## config.mk

```make
export PLATFORM = sky130hd
export DESIGN_NAME = psis_top
export DESIGN_NICKNAME = d
export VERILOG_FILES = /design/src/inc/psis_pkg.sv /design/src/inc/psis_reg_if.sv /design/src/logic/psis_activity_det.sv /design/src/logic/psis_axil_slave.sv /design/src/logic/psis_top.sv
export VERILOG_INCLUDE_DIRS = /design/src /design/src/inc
export SDC_FILE = /design/constraint.sdc
export NUM_CORES = 1
export LEC_CHECK = 0
export BUFFER_PORTS_ARGS = -buffer_cell sky130_fd_sc_hd__buf_2
export CAP_MARGIN = 10
export CORE_UTILIZATION = 49
export CTS_CLUSTER_SIZE = 14
export DETAILED_ROUTE_END_ITERATION = 8
export PLACE_DENSITY = 0.87
export SYNTH_ARGS = -nofsm -noshare
export SYNTH_HDL_FRONTEND = slang
export SYNTH_SLANG_ARGS = --single-unit
export TNS_END_PERCENT = 100
```

## constraint.sdc

```tcl
create_clock -name clk_sys -period 5.9 [get_ports clk_sys]
set_input_delay 0.59 -clock clk_sys [delete_from_list [all_inputs] [get_ports clk_sys]]
set_output_delay 0.59 -clock clk_sys [all_outputs]
set_load 0.02 [all_outputs]
```

## src/inc/psis_regs.svh

```systemverilog
// Register indices, field positions, masks and reset values of the port status block
`ifndef PSIS_REGS_SVH
`define PSIS_REGS_SVH

// Word indices; the byte address is four times the index
`define PSIS_IDX_SUMMARY 10'h050
`define PSIS_IDX_LIVE 10'h052
`define PSIS_IDX_LATCHED 10'h054
`define PSIS_IDX_IRQ_EN 10'h056
`define PSIS_IDX_CTRL 10'h05E

// Summary bit positions
`define PSIS_SUM_PORT 9
`define PSIS_SUM_TRACE 7
`define PSIS_SUM_ALARM 6
`define PSIS_SUM_LINK 5
`define PSIS_SUM_TESTER 4
`define PSIS_SUM_FRAMER 0

// Live, latched and enable bit positions
`define PSIS_ST_OVERLOAD 2
`define PSIS_ST_LOCK 1
`define PSIS_ST_PERF 0
`define PSIS_LAT_RXCLK 7
`define PSIS_LAT_TXCLK 6

// Control register bit positions
`define PSIS_CTRL_GLOBAL_EN 0
`define PSIS_CTRL_PERF_REQ 1

// Implemented-bit masks
`define PSIS_LIVE_MASK 16'h0007
`define PSIS_LAT_MASK 16'h00C7
`define PSIS_IEN_MASK 16'h0007
`define PSIS_CTRL_MASK 16'h0003

// Reset values
`define PSIS_LIVE_RESET 16'h0000
`define PSIS_LAT_RESET 16'h0000
`define PSIS_IEN_RESET 16'h0000
`define PSIS_CTRL_RESET 16'h0000

// Bus response codes
`define PSIS_RESP_OKAY 2'h0
`define PSIS_RESP_SLVERR 2'h2

`endif

```

## src/inc/psis_pkg.sv

```systemverilog
// Shared types of the port status block
package psis_pkg;
  typedef logic [15:0] psis_half_type;
  typedef logic [31:0] psis_word_type;
  typedef logic [11:0] psis_addr_type;
  typedef logic [9:0]  psis_idx_type;
  typedef logic [3:0]  psis_strb_type;
endpackage : psis_pkg

```

## src/inc/psis_reg_if.sv

```systemverilog
// Register access strobes between the bus slave and the register file
`timescale 1ns/1ps
interface psis_reg_if;
  import psis_pkg::*;
  logic          wr_en;
  psis_addr_type wr_addr;
  psis_word_type wr_data;
  psis_strb_type wr_strb;
  logic          wr_hit;
  psis_addr_type rd_addr;
  psis_word_type rd_data;
  logic          rd_hit;

  // Bus side issues accesses, register side decodes them
  modport bus (output wr_en, wr_addr, wr_data, wr_strb, rd_addr, input wr_hit, rd_data, rd_hit);
  modport regs (input wr_en, wr_addr, wr_data, wr_strb, rd_addr, output wr_hit, rd_data, rd_hit);
endinterface : psis_reg_if

```

## src/logic/psis_activity_det.sv

```systemverilog
// Per-bit toggle detector that flags activity on sampled clock inputs
`timescale 1ns/1ps
module psis_activity_det
#(
  parameter int unsigned WIDTH = 3
)
(
  input  wire logic             clk_sys,
  input  wire logic             reset,
  input  wire logic [WIDTH-1:0] level,
  output logic      [WIDTH-1:0] toggle
);
  logic             armed_q;
  logic [WIDTH-1:0] prev_q;

  // Arm one cycle after reset so a static level is not mistaken for an edge
  always_ff @(posedge clk_sys)
  begin
    armed_q <= ~reset;
  end

  genvar gi;
  generate
    for (gi = 0; gi < WIDTH; gi++)
    begin : g_bit
      // Previous sample of this input
      always_ff @(posedge clk_sys)
      begin
        if (reset)
          prev_q[gi] <= 1'b0;
        else
          prev_q[gi] <= level[gi];
      end
      assign toggle[gi] = armed_q & (level[gi] ^ prev_q[gi]);
    end
  endgenerate
endmodule : psis_activity_det

```

## src/logic/psis_axil_slave.sv

```systemverilog
// AXI4-Lite slave that turns bus transfers into register strobes
`timescale 1ns/1ps
`include "psis_regs.svh"
module psis_axil_slave
  import psis_pkg::*;
(
  input  wire logic    clk_sys,
  input  wire logic    reset,
  input  psis_addr_type s_axi_awaddr,
  input  wire logic    s_axi_awvalid,
  output logic         s_axi_awready,
  input  psis_word_type s_axi_wdata,
  input  psis_strb_type s_axi_wstrb,
  input  wire logic    s_axi_wvalid,
  output logic         s_axi_wready,
  output logic [1:0]   s_axi_bresp,
  output logic         s_axi_bvalid,
  input  wire logic    s_axi_bready,
  input  psis_addr_type s_axi_araddr,
  input  wire logic    s_axi_arvalid,
  output logic         s_axi_arready,
  output psis_word_type s_axi_rdata,
  output logic [1:0]   s_axi_rresp,
  output logic         s_axi_rvalid,
  input  wire logic    s_axi_rready,
  psis_reg_if.bus      rif
);
  psis_addr_type awaddr_q;
  psis_addr_type araddr_q;
  psis_word_type wdata_q;
  psis_strb_type wstrb_q;
  logic          rd_pend_q;

  // Address and data are taken independently; both must be held before the write
  always_ff @(posedge clk_sys)
  begin
    if (reset)
    begin
      s_axi_awready <= 1'b1;
      s_axi_wready  <= 1'b1;
      s_axi_bvalid  <= 1'b0;
      s_axi_bresp   <= `PSIS_RESP_OKAY;
      awaddr_q      <= '0;
      wdata_q       <= '0;
      wstrb_q       <= '0;
    end
    else
    begin
      if (s_axi_awvalid && s_axi_awready)
      begin
        s_axi_awready <= 1'b0;
        awaddr_q      <= s_axi_awaddr;
      end
      if (s_axi_wvalid && s_axi_wready)
      begin
        s_axi_wready <= 1'b0;
        wdata_q      <= s_axi_wdata;
        wstrb_q      <= s_axi_wstrb;
      end
      if (rif.wr_en)
      begin
        s_axi_bvalid <= 1'b1;
        s_axi_bresp  <= rif.wr_hit ? `PSIS_RESP_OKAY : `PSIS_RESP_SLVERR;
      end
      if (s_axi_bvalid && s_axi_bready)
      begin
        s_axi_bvalid  <= 1'b0;
        s_axi_awready <= 1'b1;
        s_axi_wready  <= 1'b1;
      end
    end
  end

  assign rif.wr_en   = ~s_axi_awready & ~s_axi_wready & ~s_axi_bvalid;
  assign rif.wr_addr = awaddr_q;
  assign rif.wr_data = wdata_q;
  assign rif.wr_strb = wstrb_q;

  // Reads take one cycle of decode after the address is accepted
  always_ff @(posedge clk_sys)
  begin
    if (reset)
    begin
      s_axi_arready <= 1'b1;
      s_axi_rvalid  <= 1'b0;
      s_axi_rresp   <= `PSIS_RESP_OKAY;
      s_axi_rdata   <= '0;
      araddr_q      <= '0;
      rd_pend_q     <= 1'b0;
    end
    else
    begin
      if (s_axi_arvalid && s_axi_arready)
      begin
        s_axi_arready <= 1'b0;
        araddr_q      <= s_axi_araddr;
        rd_pend_q     <= 1'b1;
      end
      if (rd_pend_q)
      begin
        rd_pend_q    <= 1'b0;
        s_axi_rvalid <= 1'b1;
        s_axi_rdata  <= rif.rd_hit ? rif.rd_data : '0;
        s_axi_rresp  <= rif.rd_hit ? `PSIS_RESP_OKAY : `PSIS_RESP_SLVERR;
      end
      if (s_axi_rvalid && s_axi_rready)
      begin
        s_axi_rvalid  <= 1'b0;
        s_axi_arready <= 1'b1;
      end
    end
  end

  assign rif.rd_addr = araddr_q;
endmodule : psis_axil_slave

```

## src/logic/psis_top.sv

```systemverilog
// Port status, latched status, enables and interrupt summary of one line port
//
// Function
// Summary bit 7 follows trace block requests
// Summary bit 6 follows alarm channel requests
// Summary bit 5 follows link controller requests
// Summary bit 4 follows bit tester requests
// Summary bit 0 follows the active framer
// Interrupt when any summary and global enable
// Live bit 2 shows driver overload
// Live bit 1 shows receive lock lost
// Live bit 0 ANDs active update completions
// Host holds update request until done reads
// Latched bit 7 on receive clock activity
// Latched bit 6 on transmit clock activity
// Latched bit 2 on overload rising edge
// Latched bit 1 on lock-lost rising edge
// Latched bit 0 on update-done rising edge
// Enabled latched bit sets port summary bit
// Interrupt needs latched, enable, global enable
// Status interrupt enables reset to zero
// Summary bit 9 plus global drives interrupt
// Latched bits clear by one, summaries read-only
//
// The implementer's own choice: the AXI4-Lite register port.
`timescale 1ns/1ps
`include "psis_regs.svh"
module psis_top
  import psis_pkg::*;
#(
  parameter int unsigned PERF_N = 4
)
(
  input  wire logic              clk_sys,
  input  wire logic              reset,
  input  psis_addr_type          s_axi_awaddr,
  input  wire logic              s_axi_awvalid,
  output logic                   s_axi_awready,
  input  psis_word_type          s_axi_wdata,
  input  psis_strb_type          s_axi_wstrb,
  input  wire logic              s_axi_wvalid,
  output logic                   s_axi_wready,
  output logic [1:0]             s_axi_bresp,
  output logic                   s_axi_bvalid,
  input  wire logic              s_axi_bready,
  input  psis_addr_type          s_axi_araddr,
  input  wire logic              s_axi_arvalid,
  output logic                   s_axi_arready,
  output psis_word_type          s_axi_rdata,
  output logic [1:0]             s_axi_rresp,
  output logic                   s_axi_rvalid,
  input  wire logic              s_axi_rready,
  input  wire logic              trace_block_summary,
  input  wire logic              alarm_channel_summary,
  input  wire logic              link_ctrl_summary,
  input  wire logic              tester_summary,
  input  wire logic              ds3_framer_summary,
  input  wire logic              e3_framer_summary,
  input  wire logic              e3_mode,
  input  wire logic              tx_driver_overload,
  input  wire logic              rx_lock_lost,
  input  wire logic [PERF_N-1:0] perf_done_vec,
  input  wire logic [PERF_N-1:0] perf_active_vec,
  input  wire logic              rx_line_clock_in,
  input  wire logic              rx_recovered_clock,
  input  wire logic              tx_clock_in,
  output logic                   perf_update_request,
  output logic                   port_irq
);

  ////////////////////////////////////////////////////////////////////////////////
  // Bus slave and register strobes

  psis_reg_if rif ();

  psis_axil_slave u_axil (
    .clk_sys       (clk_sys),
    .reset         (reset),
    .s_axi_awaddr  (s_axi_awaddr),
    .s_axi_awvalid (s_axi_awvalid),
    .s_axi_awready (s_axi_awready),
    .s_axi_wdata   (s_axi_wdata),
    .s_axi_wstrb   (s_axi_wstrb),
    .s_axi_wvalid  (s_axi_wvalid),
    .s_axi_wready  (s_axi_wready),
    .s_axi_bresp   (s_axi_bresp),
    .s_axi_bvalid  (s_axi_bvalid),
    .s_axi_bready  (s_axi_bready),
    .s_axi_araddr  (s_axi_araddr),
    .s_axi_arvalid (s_axi_arvalid),
    .s_axi_arready (s_axi_arready),
    .s_axi_rdata   (s_axi_rdata),
    .s_axi_rresp   (s_axi_rresp),
    .s_axi_rvalid  (s_axi_rvalid),
    .s_axi_rready  (s_axi_rready),
    .rif           (rif.bus)
  );

  psis_half_type live_q;
  psis_half_type live_d;
  psis_half_type lat_q;
  psis_half_type lat_set;
  psis_half_type lat_clr;
  psis_half_type ien_q;
  psis_half_type ctrl_q;
  psis_half_type summ;
  psis_half_type wmask;
  psis_idx_type  wr_idx;
  psis_idx_type  rd_idx;
  logic [2:0]    clk_act;
  logic          glob_en;
  logic          port_irq_q;

  assign wr_idx  = rif.wr_addr[11:2];
  assign rd_idx  = rif.rd_addr[11:2];
  assign wmask   = {{8{rif.wr_strb[1]}}, {8{rif.wr_strb[0]}}};
  assign glob_en = ctrl_q[`PSIS_CTRL_GLOBAL_EN];

  // Only the five documented words answer; everything else gets an error response
  always_comb
  begin
    case (wr_idx)
      `PSIS_IDX_SUMMARY,
      `PSIS_IDX_LIVE,
      `PSIS_IDX_LATCHED,
      `PSIS_IDX_IRQ_EN,
      `PSIS_IDX_CTRL: rif.wr_hit = 1'b1;
      default:        rif.wr_hit = 1'b0;
    endcase
  end

  ////////////////////////////////////////////////////////////////////////////////
  // Clock activity and live status

  // Clock pins are sampled as data; any toggle counts as activity
  psis_activity_det #(
    .WIDTH (3)
  ) u_act (
    .clk_sys (clk_sys),
    .reset   (reset),
    .level   ({tx_clock_in, rx_recovered_clock, rx_line_clock_in}),
    .toggle  (clk_act)
  );

  // Update is done only when every active source has finished; none active means not done
  always_comb
  begin
    live_d                    = `PSIS_LIVE_RESET;
    live_d[`PSIS_ST_OVERLOAD] = tx_driver_overload;
    live_d[`PSIS_ST_LOCK]     = rx_lock_lost;
    live_d[`PSIS_ST_PERF]     = (&(perf_done_vec | ~perf_active_vec))
                                & (|perf_active_vec);
  end

  // Live register, one cycle behind the pins
  always_ff @(posedge clk_sys)
  begin
    if (reset)
      live_q <= `PSIS_LIVE_RESET;
    else
      live_q <= live_d & `PSIS_LIVE_MASK;
  end

  ////////////////////////////////////////////////////////////////////////////////
  // Latched status

  // Set sources: activity pulses and rising edges of the live bits
  always_comb
  begin
    lat_set                    = `PSIS_LAT_RESET;
    lat_set[`PSIS_LAT_RXCLK]   = clk_act[0] | clk_act[1];
    lat_set[`PSIS_LAT_TXCLK]   = clk_act[2];
    lat_set[`PSIS_ST_OVERLOAD] = live_d[`PSIS_ST_OVERLOAD]
                                 & ~live_q[`PSIS_ST_OVERLOAD];
    lat_set[`PSIS_ST_LOCK]     = live_d[`PSIS_ST_LOCK] & ~live_q[`PSIS_ST_LOCK];
    lat_set[`PSIS_ST_PERF]     = live_d[`PSIS_ST_PERF] & ~live_q[`PSIS_ST_PERF];
  end

  // Write-one-to-clear mask, honouring the byte strobes
  always_comb
  begin
    lat_clr = '0;
    if (rif.wr_en && (wr_idx == `PSIS_IDX_LATCHED))
      lat_clr = rif.wr_data[15:0] & wmask;
  end

  // A set in the clearing cycle wins so no event is lost
  always_ff @(posedge clk_sys)
  begin
    if (reset)
      lat_q <= `PSIS_LAT_RESET;
    else
      lat_q <= ((lat_q & ~lat_clr) | lat_set) & `PSIS_LAT_MASK;
  end

  ////////////////////////////////////////////////////////////////////////////////
  // Software controlled registers

  // Interrupt enables, all off out of reset
  always_ff @(posedge clk_sys)
  begin
    if (reset)
      ien_q <= `PSIS_IEN_RESET;
    else if (rif.wr_en && (wr_idx == `PSIS_IDX_IRQ_EN))
      ien_q <= ((ien_q & ~wmask) | (rif.wr_data[15:0] & wmask)) & `PSIS_IEN_MASK;
  end

  // Global enable and update request; the request is a plain level the host holds
  always_ff @(posedge clk_sys)
  begin
    if (reset)
      ctrl_q <= `PSIS_CTRL_RESET;
    else if (rif.wr_en && (wr_idx == `PSIS_IDX_CTRL))
      ctrl_q <= ((ctrl_q & ~wmask) | (rif.wr_data[15:0] & wmask)) & `PSIS_CTRL_MASK;
  end

  // Host keeps this high until the done bit reads high; it is not cleared here
  assign perf_update_request = ctrl_q[`PSIS_CTRL_PERF_REQ];

  ////////////////////////////////////////////////////////////////////////////////
  // Summary and interrupt

  // Summary follows its sources with no storage, so it cannot go stale
  always_comb
  begin
    summ                   = '0;
    summ[`PSIS_SUM_TRACE]  = trace_block_summary;
    summ[`PSIS_SUM_ALARM]  = alarm_channel_summary;
    summ[`PSIS_SUM_LINK]   = link_ctrl_summary;
    summ[`PSIS_SUM_TESTER] = tester_summary;
    summ[`PSIS_SUM_FRAMER] = e3_mode ? e3_framer_summary : ds3_framer_summary;
    summ[`PSIS_SUM_PORT]   = |(lat_q & ien_q & `PSIS_IEN_MASK);
  end

  // Registered so the pin is glitch free; costs one cycle of latency
  always_ff @(posedge clk_sys)
  begin
    if (reset)
      port_irq_q <= 1'b0;
    else
      port_irq_q <= (|summ) & glob_en;
  end

  assign port_irq = port_irq_q;

  // Read mux; the summary word ignores writes
  always_comb
  begin
    rif.rd_hit  = 1'b1;
    rif.rd_data = '0;
    case (rd_idx)
      `PSIS_IDX_SUMMARY: rif.rd_data = {16'h0000, summ};
      `PSIS_IDX_LIVE:    rif.rd_data = {16'h0000, live_q};
      `PSIS_IDX_LATCHED: rif.rd_data = {16'h0000, lat_q};
      `PSIS_IDX_IRQ_EN:  rif.rd_data = {16'h0000, ien_q};
      `PSIS_IDX_CTRL:    rif.rd_data = {16'h0000, ctrl_q};
      default:           rif.rd_hit  = 1'b0;
    endcase
  end
endmodule : psis_top

```

==> impl_results.md <==
- Leak pwr: 0.001341 uW
- GRT overflow: 0
- Total Power: 931.0 uW
- Reg2reg start: u_axil.rd_pend_q$_SDFF_PP0_
- Initial antenna violation count: 0
- Post-synth EDFFs: 0
- Post-CTS Setup Bufs: 0
- Max VDD drop: 0.0001782 V
- GRT met2 Usage: 35.04%
- Most common cell after layout, fill and taps aside: buf_2
- Peak fanout along the critical path: 16
- Hold Path Sink: u_axil.s_axi_rdata[7]$_SDFFE_PP0P_
- Worst Path Required: 6.15 ns
- Critical Path AT: 2.22 ns
- Die area: 5596 sq um
- Crit path time final: 1.962 ns
- Die Ht: 74.81 microns
- Worst min path class: reg -> reg
- Syn avg cell area: 8.272 sq um
- Largest net degree at the start of global routing: 56
- Cell Count, Final, Fillers Out: 454
- Hold Startpoint: u_axil.s_axi_rdata[7]$_SDFFE_PP0P_
- Final Util: 60.56%
- GR peak layer: met2
- PostCTS Resize Cnt: 0
- Vias in the first global route: 1,989
- Top_reg_cell synth: dfxtp_1
- Final GP Congestion: 0.7524
- Fmax: 0.5096 GHz
- Net count, final: 466
- Buffers on Ports: 69
- DR vias: 2,191
- Antenna cells: 0
- Site Rows: 26
- GRT met3 Usage: 7.631%
- CP Launch Type: flip-flop
- I/O pins: 130
- Cells after synthesis: 314
- Synthesis-to-layout area growth: 19.08%
- Critical Path End Type: flip-flop
- # H-tree levels: 3
- Outcome: finished, final reports clean
- R2R setup slack: 3.94 ns
- Fillcell total: 481
- 1st-pass router iterations: 4
- Final Hold Viols: 0
- Hold-fix buffer count after cts: 0
- WHS Path Cells: 2
- # setup viols final: 0
- FF-to-FF End: u_axil.s_axi_rdata[9]$_SDFFE_PP0P_
- Clock buffers created by TritonCTS: 9
- Most frequent cells in the layout: 69 x buf_2, 60 x dfxtp_1, 57 x nand2_1
- Post-synthesis sequential area ratio: 46.24%
- Worst Clk Skew: 0.004374 ns
- Die width: 74.81 microns
- Mapped cell area: 2597 sq um
- Root buf cell: clkbuf_8
- Ys async rst share: 0%
- Placed insts: 438
- Synth Register Bits: 60
- Average wire per standard cell: 11.16 microns
- Final Cycle Share: 33.26%
- Routed Antenna Nets: 0
- DR iter-0 viols: 76
- Max-cap viol count: 0
- Hpwl dp: 3749 microns
- DRC viols: 0
- Crit-path leading delay family: simple AND/OR/NAND/NOR gates
- Place WS: 3.856 ns
- Worst-skew pair later-pin latency: 0.33 ns
- Layout cell share with drive strength beyond 1: 22.66%
- WL final: 5065 microns
- Crit-path slowest cell: dfxtp_1
- Initial Utilization: 50.86%
- RSZ-0062 raised after global routing: no
- GRT Util Overall: 20.08%
- Clock-pin slew of the registers on the worst-case setup and hold paths: 0.06 ns
- Via density: 4.826
- CTS sink cnt: 60
- Max Transition Viols Final: 0
- Levels on crit path: 4
- R2R depth: 4
- Final WS setup: 3.938 ns
- Setup tns final: 0 ns
- Worst-path cell chain: or4b_1 > nor4_1 > nand2b_1 > a21oi_1
- CTS tree: yes
- Tightest Pin Transition: 0.9420 ns
- Worst path buffer plus inverter count: 0
- Met1 usage: 21.75%
- Relative slew slack: 37.20%
- Syn. warnings: 0
- CTS Buffer Depth: 2
- CP peak stage delay: 0.63 ns
- Crit Path Category: reg -> reg
- Count of distinct cell types in the synthesized netlist: 41
- First-pass GRT wire length: 8376 microns
- Core area: 5107 sq um
- Pwr per Cell Area: 301.0 nW/um^2
[layer usage]
layer | wire length (microns) | up-vias | share of wire (%)
li1 | - | 1145 | -
met1 | 2159 | 973 | 43
met2 | 2518 | 68 | 50
met3 | 327 | 5 | 6.5
met4 | 59 | 0 | 1.2
met5 | 0 | - | 0
[where the power goes]
| part | switching, uW | internal [uW] |
|---|---|---|
| logic | 56.1 | 35.2 |
| registers | 16.8 | 425 |
| clock network | 151 | 247 |
| total | 224 | 707 |
[synthesized netlist by cell type, drive strengths merged, types with 2 or more instances]
master,number,share of area [%]
or3,6,1.6
nor3b,3,0.87
a21oi,43,8.3
nor2b,7,1.7
nand4,2,0.48
or4b,3,1.3
nor2,8,1.2
xor2,3,1.0
clkbuf,12,1.7
nor3,2,0.39
nand2,57,8.2
dfxtp,60,46
o21ai,16,3.1
nor4bb,2,0.77
o31ai,2,0.58
buf,28,7.8
mux2i,7,2.7
nand3,8,1.5
nand2b,9,2.2
inv,15,2.2
nor4,2,0.48
and2,3,0.72
[state kept, by name, summed over array words and instances, names as in the netlist, 3 cells and up, named ones only]
register            flops
u_axil.rif.rd_addr     10
u_axil.rif.wr_addr     10
u_axil.s_axi_rdata      8
lat_q                   5
u_axil.rif.wr_data      5
live_q                  3
u_act.prev_q            3
[worst reg2reg max path, delay by kind of cell, from the launching register on]
kind | cells | cell delay, ns
flops | 1 | 0.63
compound gates | 1 | 0.14
simple gates | 3 | 1.11
[final cells by class]
| type | count | area [sq um] | area share, % |
|---|---|---|---|
| Sequential cell | 60 | 1201 | 38.83 |
| Inverter | 15 | 56.30 | 1.820 |
| Timing Repair Buffer | 69 | 345.3 | 11.17 |
| Tap cell | 70 | 87.58 | 2.832 |
| Multi-Input combinational cell | 224 | 1186 | 38.35 |
| Clock inverter | 5 | 75.07 | 2.427 |
| Clock buffer | 11 | 141.4 | 4.571 |
[logic make-up after synthesis]
group,count (synthesis),synth area share (%)
other,1,0.1444
xor gates and xnor gates,3,1.012
muxes,8,3.131
and+or+nand+nor,114,22.01
DFF,60,46.24
buffers and inverters,55,11.71
AOI/OAI and AO/OA,73,15.75
[worst max-delay path by stage]
stage	startpoint	endpoint	slack [ns]
6_report	u_axil.rd_pend_q$_SDFF_PP0_	u_axil.s_axi_rdata[9]$_SDFFE_PP0P_	3.94
3_5_place_dp	reset	u_axil.s_axi_rdata[0]$_SDFFE_PP0P_	3.86
3_3_place_gp	reset	u_axil.s_axi_rdata[1]$_SDFFE_PP0P_	3.88
2_1_floorplan	u_axil.rif.rd_addr[9]$_SDFFE_PP0P_	u_axil.s_axi_rdata[2]$_SDFFE_PP0P_	4.04
4_1_cts	u_axil.rd_pend_q$_SDFF_PP0_	u_axil.s_axi_rdata[9]$_SDFFE_PP0P_	3.92
5_1_grt	u_axil.rd_pend_q$_SDFF_PP0_	u_axil.s_axi_rdata[9]$_SDFFE_PP0P_	3.74
[through the flow]
stage,hold slack [ns],cell area (sq um)
final,0.4479,3093
after global routing,0.4486,3093
after CTS,0.4478,3093
after detailed placement,0.4394,2877
after global placement,0.4364,2877
after floorplan,0.4285,2691
Power figures use the tool's default switching activity.
